===== src/hpdc_pkg.sv =====
package hpdc_pkg;
  localparam int          CHANNELS          = 14;
  localparam int          CASCADE_COUNT     = 5;
  localparam int          ADDR_W            = 11;
  localparam int          DATA_W            = 8;
  localparam int          SEL_MSB           = 10;
  localparam int          SEL_LSB           = 8;
  localparam int          CLK_PERIOD_NS     = 100;
  localparam int          HW_RESET_MIN_NS   = 10000;
  localparam int          HW_RESET_CYCLES   = (HW_RESET_MIN_NS + CLK_PERIOD_NS - 1) / CLK_PERIOD_NS;
  localparam int          HW_RESET_CNT_W    = 8;
  localparam logic [2:0]  SEL_MASTER        = 3'h0;
  localparam logic [2:0]  SEL_RESERVED      = 3'h6;
  localparam logic [2:0]  SEL_ALL           = 3'h7;
  localparam logic [2:0]  HOST_STROBE       = 3'h0;
  localparam logic [2:0]  HOST_XFER_ACK     = 3'h1;
  localparam logic [2:0]  HOST_SYNC         = 3'h7;
  localparam logic [7:0]  CHAN_REG_BASE     = 8'h00;
  localparam logic [7:0]  GLOBAL_REG_ADDR   = 8'he0;
  localparam logic [7:0]  STATUS_LO_ADDR    = 8'he1;
  localparam logic [7:0]  STATUS_HI_ADDR    = 8'he2;
  localparam int          CHAN_RX_ON_BIT    = 0;
  localparam int          CHAN_TERM_BIT     = 1;
  localparam int          GLB_IRQ_EN_BIT    = 0;
  localparam int          GLB_TERM_PIN_BIT  = 1;
  localparam logic [1:0]  CHAN_REG_RESET    = 2'h0;
  localparam logic [1:0]  GLOBAL_REG_RESET  = 2'h0;
  localparam logic [7:0]  DATA_ZERO         = 8'h00;
endpackage


===== src/hpdc_reset_filter.sv =====
`timescale 1ns/1ps
`default_nettype none
module hpdc_reset_filter
  import hpdc_pkg::*;
(
  input  wire logic i_sys_clk,
  input  wire logic i_nrst,
  input  wire logic i_hw_reset_n,
  output logic      o_hw_reset
);
  logic [HW_RESET_CNT_W-1:0] low_cnt_reg;
  logic [HW_RESET_CNT_W-1:0] low_cnt_next;
  logic                      hw_reset_reg;
  logic                      hw_reset_next;

  // a glitch shorter than the minimum low time never reaches the registers
  always_comb begin
    low_cnt_next  = low_cnt_reg;
    hw_reset_next = 1'b0;
    if (i_hw_reset_n) begin
      low_cnt_next = '0;
    end else if (low_cnt_reg < HW_RESET_CNT_W'(HW_RESET_CYCLES)) begin
      low_cnt_next = low_cnt_reg + 1'b1;
    end else begin
      hw_reset_next = 1'b1;
    end
  end

  always_ff @(posedge i_sys_clk) begin
    if (!i_nrst) begin
      low_cnt_reg  <= '0;
      hw_reset_reg <= 1'b0;
    end else begin
      low_cnt_reg  <= low_cnt_next;
      hw_reset_reg <= hw_reset_next;
    end
  end

  assign o_hw_reset = hw_reset_reg;
endmodule
`default_nettype wire


===== src/hpdc_top.sv =====
`timescale 1ns/1ps
`default_nettype none
module hpdc_top
  import hpdc_pkg::*;
(
  input  wire logic                     i_sys_clk,
  input  wire logic                     i_nrst,
  input  wire logic                     i_cs_n,
  input  wire logic [ADDR_W-1:0]        i_addr,
  input  wire logic [DATA_W-1:0]        i_data,
  input  wire logic                     i_wr_n_or_read_write,
  input  wire logic                     i_rd_n_or_write_enable_n,
  input  wire logic                     i_address_latch_or_transfer_start,
  input  wire logic                     i_upclk,
  input  wire logic [2:0]               i_host_type_select,
  input  wire logic                     i_hw_reset_n,
  input  wire logic                     i_receiver_power_pin,
  input  wire logic                     i_rx_termination_pin,
  input  wire logic [CHANNELS-1:0]      i_alarm_status,
  output logic      [DATA_W-1:0]        o_data,
  output logic                          o_data_oe,
  output logic                          o_ready_or_transfer_ack_n,
  output logic                          o_irq_n,
  output logic                          o_irq_oe,
  output logic      [CASCADE_COUNT-1:0] o_cascade_select_n,
  output logic      [CHANNELS-1:0]      o_rx_power_on,
  output logic      [CHANNELS-1:0]      o_rx_termination_on
);
  logic                     hw_reset;
  logic                     regs_clear;

  logic                     upclk_prev_reg;
  logic [ADDR_W-1:0]        addr_latch_reg;
  logic [ADDR_W-1:0]        addr_latch_next;
  logic                     busy_reg;
  logic                     busy_next;
  logic                     read_reg;
  logic                     read_next;
  logic [DATA_W-1:0]        rdata_reg;
  logic [DATA_W-1:0]        rdata_next;
  logic                     ack_n_reg;
  logic                     ack_n_next;
  logic                     oe_reg;
  logic                     oe_next;
  logic [CASCADE_COUNT-1:0] csel_n_reg;
  logic [CASCADE_COUNT-1:0] csel_n_next;

  logic [1:0]               chan_reg  [CHANNELS];
  logic [1:0]               chan_next [CHANNELS];
  logic [1:0]               global_reg;
  logic [1:0]               global_next;
  logic [CHANNELS-1:0]      alarm_prev_reg;
  logic [CHANNELS-1:0]      changed_reg;
  logic [CHANNELS-1:0]      changed_next;
  logic                     irq_n_reg;
  logic                     irq_n_next;
  logic                     irq_oe_reg;
  logic                     irq_oe_next;
  logic [CHANNELS-1:0]      rx_on_reg;
  logic [CHANNELS-1:0]      rx_on_next;
  logic [CHANNELS-1:0]      term_reg;
  logic [CHANNELS-1:0]      term_next;

  logic                     sync_mode;
  logic                     upclk_rise;
  logic [ADDR_W-1:0]        addr_eff;
  logic [2:0]               dev_sel;
  logic [7:0]               reg_addr;
  logic                     self_sel;
  logic                     strobe_act;
  logic                     strobe_read;
  logic                     start;
  logic                     done;
  logic                     wr_take;
  logic                     rd_take;

  hpdc_reset_filter u_reset_filter (
    .i_sys_clk    (i_sys_clk),
    .i_nrst       (i_nrst),
    .i_hw_reset_n (i_hw_reset_n),
    .o_hw_reset   (hw_reset)
  );

  assign regs_clear = !i_nrst || hw_reset;

  function automatic logic [CASCADE_COUNT-1:0] cascade_decode(input logic [2:0] sel);
    logic [CASCADE_COUNT-1:0] act;
    act = '0;
    if (sel == SEL_ALL) begin
      act = '1;
    end else if (sel != SEL_MASTER && sel != SEL_RESERVED) begin
      act[sel - 3'h1] = 1'b1;
    end
    return act;
  endfunction

  function automatic logic [DATA_W-1:0] read_mux(input logic [7:0] a, input logic [1:0] glb,
                                                 input logic [CHANNELS-1:0] chg,
                                                 input logic [1:0] chan [CHANNELS]);
    logic [DATA_W-1:0] d;
    d = DATA_ZERO;
    if (a == GLOBAL_REG_ADDR) begin
      d = {6'h00, glb};
    end else if (a == STATUS_LO_ADDR) begin
      d = chg[7:0];
    end else if (a == STATUS_HI_ADDR) begin
      d = {2'h0, chg[CHANNELS-1:8]};
    end else if (a < CHAN_REG_BASE + 8'(CHANNELS)) begin
      d = {6'h00, chan[4'(a - CHAN_REG_BASE)]};
    end
    return d;
  endfunction

  // decode and access detection
  assign sync_mode  = (i_host_type_select == HOST_SYNC);
  assign upclk_rise = i_upclk && !upclk_prev_reg;
  assign addr_eff   = (i_host_type_select == HOST_STROBE) ? addr_latch_reg : i_addr;
  assign dev_sel    = addr_eff[SEL_MSB:SEL_LSB];
  assign reg_addr   = addr_eff[7:0];
  assign self_sel   = (dev_sel == SEL_MASTER) || (dev_sel == SEL_ALL);

  always_comb begin
    strobe_act  = 1'b0;
    strobe_read = 1'b0;
    if (i_host_type_select == HOST_STROBE) begin
      strobe_act  = !i_rd_n_or_write_enable_n || !i_wr_n_or_read_write;
      strobe_read = !i_rd_n_or_write_enable_n;
    end else if (i_host_type_select == HOST_XFER_ACK) begin
      strobe_act  = !i_rd_n_or_write_enable_n;
      strobe_read = i_wr_n_or_read_write;
    end else if (sync_mode) begin
      strobe_act  = i_address_latch_or_transfer_start;
      strobe_read = i_wr_n_or_read_write;
    end
  end

  // other host type codes are unsupported and never start an access
  always_comb begin
    if (sync_mode) begin
      start = !i_cs_n && upclk_rise && strobe_act;
      done  = busy_reg && (i_cs_n || (upclk_rise && !strobe_act));
    end else begin
      start = !i_cs_n && strobe_act && !busy_reg;
      done  = busy_reg && (i_cs_n || !strobe_act);
    end
  end

  assign rd_take = start && self_sel && strobe_read;
  assign wr_take = start && self_sel && !strobe_read;

  // host access sequencing
  always_comb begin
    addr_latch_next = addr_latch_reg;
    busy_next       = busy_reg;
    read_next       = read_reg;
    rdata_next      = rdata_reg;
    ack_n_next      = 1'b1;
    oe_next         = 1'b0;
    if (i_address_latch_or_transfer_start) begin
      addr_latch_next = i_addr;
    end
    if (start) begin
      busy_next = 1'b1;
      read_next = strobe_read;
    end else if (done) begin
      busy_next = 1'b0;
    end
    if (rd_take) begin
      rdata_next = read_mux(reg_addr, global_reg, changed_reg, chan_reg);
    end
    if (start && self_sel) begin
      ack_n_next = 1'b0;
      oe_next    = strobe_read;
    end else if (busy_reg && !done && self_sel) begin
      ack_n_next = 1'b0;
      oe_next    = read_reg;
    end
  end

  always_ff @(posedge i_sys_clk) begin
    if (!i_nrst) begin
      upclk_prev_reg <= 1'b0;
      addr_latch_reg <= '0;
      busy_reg       <= 1'b0;
      read_reg       <= 1'b0;
      rdata_reg      <= '0;
      ack_n_reg      <= 1'b1;
      oe_reg         <= 1'b0;
    end else begin
      upclk_prev_reg <= i_upclk;
      addr_latch_reg <= addr_latch_next;
      busy_reg       <= busy_next;
      read_reg       <= read_next;
      rdata_reg      <= rdata_next;
      ack_n_reg      <= ack_n_next;
      oe_reg         <= oe_next;
    end
  end

  // cascade selects follow the chip select window, not the strobes
  always_comb begin
    csel_n_next = '1;
    if (!i_cs_n) begin
      csel_n_next = ~cascade_decode(dev_sel);
    end
  end

  always_ff @(posedge i_sys_clk) begin
    if (!i_nrst) begin
      csel_n_reg <= '1;
    end else begin
      csel_n_reg <= csel_n_next;
    end
  end

  // configuration registers
  always_comb begin
    global_next = global_reg;
    for (int i = 0; i < CHANNELS; i++) begin
      chan_next[i] = chan_reg[i];
    end
    if (wr_take) begin
      if (reg_addr == GLOBAL_REG_ADDR) begin
        global_next = i_data[1:0];
      end else if (reg_addr < CHAN_REG_BASE + 8'(CHANNELS)) begin
        chan_next[4'(reg_addr - CHAN_REG_BASE)] = i_data[1:0];
      end
    end
  end

  always_ff @(posedge i_sys_clk) begin
    if (regs_clear) begin
      global_reg <= GLOBAL_REG_RESET;
      for (int i = 0; i < CHANNELS; i++) begin
        chan_reg[i] <= CHAN_REG_RESET;
      end
    end else begin
      global_reg <= global_next;
      for (int i = 0; i < CHANNELS; i++) begin
        chan_reg[i] <= chan_next[i];
      end
    end
  end

  // alarm change flags; a change in the reading cycle survives the clear
  always_comb begin
    changed_next = changed_reg;
    if (rd_take && reg_addr == STATUS_LO_ADDR) begin
      changed_next[7:0] = '0;
    end
    if (rd_take && reg_addr == STATUS_HI_ADDR) begin
      changed_next[CHANNELS-1:8] = '0;
    end
    changed_next = changed_next | (i_alarm_status ^ alarm_prev_reg);
    irq_n_next   = !(global_reg[GLB_IRQ_EN_BIT] && (|changed_reg));
    irq_oe_next  = !irq_n_next;
  end

  always_ff @(posedge i_sys_clk) begin
    if (regs_clear) begin
      alarm_prev_reg <= '0;
      changed_reg    <= '0;
      irq_n_reg      <= 1'b1;
      irq_oe_reg     <= 1'b0;
    end else begin
      alarm_prev_reg <= i_alarm_status;
      changed_reg    <= changed_next;
      irq_n_reg      <= irq_n_next;
      irq_oe_reg     <= irq_oe_next;
    end
  end

  // receiver power and termination
  always_comb begin
    for (int i = 0; i < CHANNELS; i++) begin
      rx_on_next[i] = i_receiver_power_pin && chan_reg[i][CHAN_RX_ON_BIT];
      if (global_reg[GLB_TERM_PIN_BIT]) begin
        term_next[i] = i_rx_termination_pin;
      end else begin
        term_next[i] = chan_reg[i][CHAN_TERM_BIT];
      end
    end
  end

  always_ff @(posedge i_sys_clk) begin
    if (regs_clear) begin
      rx_on_reg <= '0;
      term_reg  <= '0;
    end else begin
      rx_on_reg <= rx_on_next;
      term_reg  <= term_next;
    end
  end

  assign o_data                    = rdata_reg;
  assign o_data_oe                 = oe_reg;
  assign o_ready_or_transfer_ack_n = ack_n_reg;
  assign o_irq_n                   = irq_n_reg;
  // open drain: only ever pulls low
  assign o_irq_oe                  = irq_oe_reg;
  assign o_cascade_select_n        = csel_n_reg;
  assign o_rx_power_on             = rx_on_reg;
  assign o_rx_termination_on       = term_reg;
endmodule
`default_nettype wire


===== config.mk =====
export PLATFORM = sky130hd
export DESIGN_NAME = hpdc_top
export DESIGN_NICKNAME = d
export VERILOG_FILES = /design/src/hpdc_pkg.sv /design/src/hpdc_reset_filter.sv /design/src/hpdc_top.sv
export SDC_FILE = /design/constraint.sdc
export NUM_CORES = 1
export LEC_CHECK = 0
export BUFFER_PORTS_ARGS = -buffer_cell sky130_fd_sc_hd__buf_4
export CAP_MARGIN = 20
export CORE_AREA = 2 2 108 110
export CTS_CLUSTER_SIZE = 30
export DETAILED_ROUTE_END_ITERATION = 8
export DIE_AREA = 0 0 110 112
export GPL_TIMING_DRIVEN = 0
export PLACE_DENSITY = 0.77
export REMOVE_ABC_BUFFERS = 1
export SLEW_MARGIN = 20
export SYNTH_ARGS = -nofsm -noshare
export SYNTH_HDL_FRONTEND = slang
export SYNTH_SLANG_ARGS = --single-unit

===== constraint.sdc =====
create_clock -name i_sys_clk -period 3.65 [get_ports i_sys_clk]
set_clock_uncertainty 0.2 [all_clocks]
set_input_delay 0.5475 -clock i_sys_clk [delete_from_list [all_inputs] [get_ports i_sys_clk]]
set_output_delay 0.5475 -clock i_sys_clk [all_outputs]
set_load 0.05 [all_outputs]

==> results list <==
* YS warnings: 0
* Sequential-to-total area share from yosys stat: 46.2%
* Layout Cell Area excl Fill: 0.00685 mm2
- Fraction of layout cells with a size suffix above 1: 20.0%
- The routed design could run at a clock period as short as 3.43 ns.
* Period utilization: 94.1%
- In this run, CTS created clock tree buffers numbering 17.
- At the end of the flow, the number of nets in the layout was 721.
- Buffers inserted to repair hold after CTS numbered 0.
- The tree is rooted in a sky130_fd_sc_hd__clkbuf_16.
* Core area: 0.0112 mm2
* Final Max Tran Viols: 0
- The initial utilization of the core area, before any placement, comes to 48.9%.
* Number of standard-cell rows in the floorplan: 39
* Final setup vio count: 0
- Synthesis handed over a netlist of 596 instances.
- Vert. Die Dim: 112 um
- Setup repair after global routing left no endpoint under its margin.
- The die covers 0.0123 mm2.
- The number of antenna diodes in the final layout is 0.
- The first global-routing pass estimated 22100 um of wire.
* Critical path class: in -> reg
- In this run, the number of DRC markers left after iteration 0 of detailed routing was 321.
* Router iterations before antenna repair: 4
* Average size of a mapped cell: 9.17 um2
- In this run the power density over the cells is 503 mW/mm2.
- After layout, the design draws a total of 3.45 mW.
- Leakage power of the design: 3.05 nW
* Number of port buffers: 84
* Transition time at the pin with the least slew margin: 0.877 ns
* Max cap viols: 0
- Max Fclk: 0.291 GHz
* Via count of the first global-routing pass: 4407
* Ordered cell list for the critical path: buf_4 > or3_2 > nand2_1 > nand2_1 > inv_1 > ha_1 > mux2i_1 > mux2_2 > nor4b_4 > buf_4 > nand3_1 > or3_1 > o2bb2ai_1
- Number of synthesized flops with an enable pin: 0
- Counting flops and latches in the post-synthesis netlist gives 126.
- Number of fill cells in the layout: 940
- Proportion of synthesized flip-flops having asynchronous set or reset: 0%
* CTS tree: built
* Leading register cell type out of synthesis: sky130_fd_sc_hd__dfxtp_1
* Count of unique library cells instantiated by Yosys: 57
- At the worst endpoint, the required time is 3.79 ns.
* Critical path data arrival time: 3.57 ns
* Number of hold violations in the final report: 0
- Hpwl dp: 9530 um
- The worst setup path is captured at a flip-flop.
- On the critical path, the stage with the largest delay is an instance of sky130_fd_sc_hd__or3_2.
* Outcome: complete, no violations
- Post-Syn Area: 0.00546 mm2
- Total global routing overflow: 0
- The congestion estimate from routability-driven global placement came to 0.852.
* Stage delay of the slowest cell on the critical path: 0.73 ns
- Number of I/O pins: 91
* Pin count of the biggest net entering global routing: 43
- The clock passes through at most 2 buffers.
- The clock reaches the later pin of the worst-skew pair after 0.41 ns.
- Headroom to the max-slew limit: 41.2%
* Worst path buffer plus inverter count: 3
- The min-delay analysis places its worst path in the category in -> reg.
- The area growth from synthesis to layout is 25.3%.
- Dividing the detail-routed via count by the number of cells gives 5.57.
- Broken down by cell family, the worst path's largest delay share belongs to simple AND/OR/NAND/NOR gates.
- Along the worst path, the maximum fanout reaches 19.
- For this run, design rule violations remaining after detail routing come to 0.
* Remaining antenna violation count: 0
* Sort of element at the start of the critical path: input port
- The routed design has 13700 um of wire.
* CTS sink count: 126
* Number of antenna violations at the first check in global routing: 0
- Largest register FFs: 28
- Via count of the routed design: 4605
- For this run, the total global-route usage over all layers was measured as 23.0%.
* Floorplan die width: 110 um
- Wire per inst: 16.6 um
- Across the VDD grid, the largest voltage drop is 359 uV.
* H-Tree Level Count: 4
- Once layout is complete, the utilization of the core stands at 61.3%.
- On the final layout, the worst hold slack is 0.148 ns.
- Post-placement cell area: 0.00618 mm2
- Clock-pin slew was measured on the worst setup and hold paths at 0.06 ns.
==> synth_stat cells, types with 7 or more instances <==
| cell | n | share of area, % |
|---|---|---|
| sky130_fd_sc_hd__nand2_1 | 53 | 3.6 |
| sky130_fd_sc_hd__o21ai_0 | 17 | 1.6 |
| sky130_fd_sc_hd__nand4_1 | 11 | 1.3 |
| sky130_fd_sc_hd__dfxtp_1 | 126 | 46 |
| sky130_fd_sc_hd__nor4_1 | 8 | 0.92 |
| sky130_fd_sc_hd__xor2_1 | 18 | 2.9 |
| sky130_fd_sc_hd__clkbuf_1 | 26 | 1.8 |
| sky130_fd_sc_hd__and2_1 | 18 | 2.1 |
| sky130_fd_sc_hd__and3_1 | 18 | 2.1 |
| sky130_fd_sc_hd__nand2b_1 | 22 | 2.5 |
| sky130_fd_sc_hd__nand3_1 | 19 | 1.7 |
| sky130_fd_sc_hd__inv_1 | 7 | 0.48 |
| sky130_fd_sc_hd__mux2i_1 | 58 | 11 |
| sky130_fd_sc_hd__a21oi_1 | 40 | 3.7 |
| sky130_fd_sc_hd__nor2b_1 | 18 | 2.1 |
| sky130_fd_sc_hd__nor2_1 | 49 | 3.4 |
| sky130_fd_sc_hd__or3_1 | 8 | 0.92 |
==> worst paths after layout <==
check / startpoint / end / slack [ns] / cells past startpoint
worst max-delay path: i_host_type_select[0] / o_data[0] / 0.22 / 13
worst max register to register: addr_latch_reg[0] / changed_reg[0] / 0.73 / 6
worst min-delay path: i_alarm_status[5] / alarm_prev_reg[5] / 0.15 / 2
worst min register to register: u_reset_filter.low_cnt_reg[7] / u_reset_filter.low_cnt_reg[7] / 0.27 / 2
==> area by class of cell <==
| class | instances | area [um2] | share of cell area (%) |
|---|---|---|---|
| Timing Repair Buffer | 89 | 688 | 10.0 |
| Tap cell | 143 | 179 | 2.61 |
| Clock inverter | 12 | 158 | 2.30 |
| Inverter | 7 | 26.3 | 0.384 |
| Multi-Input combinational cell | 430 | 2820 | 41.1 |
| Sequential cell | 126 | 2520 | 36.8 |
| Clock buffer | 20 | 457 | 6.67 |
==> cells by family (layout without fill, tap and decap cells) <==
kind of cell,Yosys count,count (layout),synth area share (%)
AOI/OAI and AO/OA,94,94,10.8
and+or+nand+nor,249,250,24.5
muxes,63,63,11.7
buffers and inverters,41,128,2.93
DFF,126,126,46.2
xor gates and xnor gates,19,19,3.05
adders and majority gates,4,4,0.916
==> power breakdown <==
group / internal, mW / total (mW) / switching (mW)
Combinational: 0.110 / 0.260 / 0.150
Sequential: 1.41 / 1.44 / 0.0329
Clock: 1.11 / 1.74 / 0.628
Total: 2.64 / 3.45 / 0.811
==> cell usage in the layout, fill, tap and decap left out, types with 3 or more instances in the layout <==
cell type                    instances
sky130_fd_sc_hd__bufinv_16           3
sky130_fd_sc_hd__a21oi_1            40
sky130_fd_sc_hd__and3_1             18
sky130_fd_sc_hd__clkinvlp_4          3
sky130_fd_sc_hd__xor2_1             18
sky130_fd_sc_hd__nand3b_1            6
sky130_fd_sc_hd__nand4_1            11
sky130_fd_sc_hd__a21boi_0            3
sky130_fd_sc_hd__inv_1               7
sky130_fd_sc_hd__a32oi_1             3
sky130_fd_sc_hd__nand3_1            19
sky130_fd_sc_hd__clkbuf_16          17
sky130_fd_sc_hd__ha_1                4
sky130_fd_sc_hd__nand2b_1           21
sky130_fd_sc_hd__nor2b_1            17
sky130_fd_sc_hd__mux2i_1            58
sky130_fd_sc_hd__a31oi_1             6
sky130_fd_sc_hd__o21ai_0            17
sky130_fd_sc_hd__nor4_1              8
sky130_fd_sc_hd__and3b_1             3
sky130_fd_sc_hd__inv_6               3
sky130_fd_sc_hd__nor3_1              3
sky130_fd_sc_hd__nor2_1             49
sky130_fd_sc_hd__mux2_2              5
sky130_fd_sc_hd__and2_1             18
sky130_fd_sc_hd__or3_1               7
sky130_fd_sc_hd__nand2_1            53
sky130_fd_sc_hd__nor3b_1             3
sky130_fd_sc_hd__dfxtp_1           126
sky130_fd_sc_hd__buf_4              88
==> per-layer routing <==
metal / track usage [%] / routed length [um] / up-vias
met1: 29.7 / 6190 / 2187
met4: 9.03 / 305 / 0
met5: 0 / 0 / -
met2: 36.8 / 6580 / 136
met3: 5.39 / 649 / 31
li1: - / - / 2251
==> what timing repair did <==
item                       CTS  global route
setup buffers                3             1
resized for setup            1             1
pin swaps                    1             2
setup endpoints to repair   40            13
cloned                       0             1
==> stage by stage <==
stage / setup TNS, ns / worst slack, ns / instances
after floorplan: -0.0129 / -0.0129 / 562
after global placement: -39.98 / -0.922 / 789
after detailed placement: -24.74 / -0.673 / 790
after CTS: 0 / 0.158 / 825
after global routing: 0 / 0.0694 / 827
final: 0 / 0.216 / 827
Power figures use the tool's default switching activity.
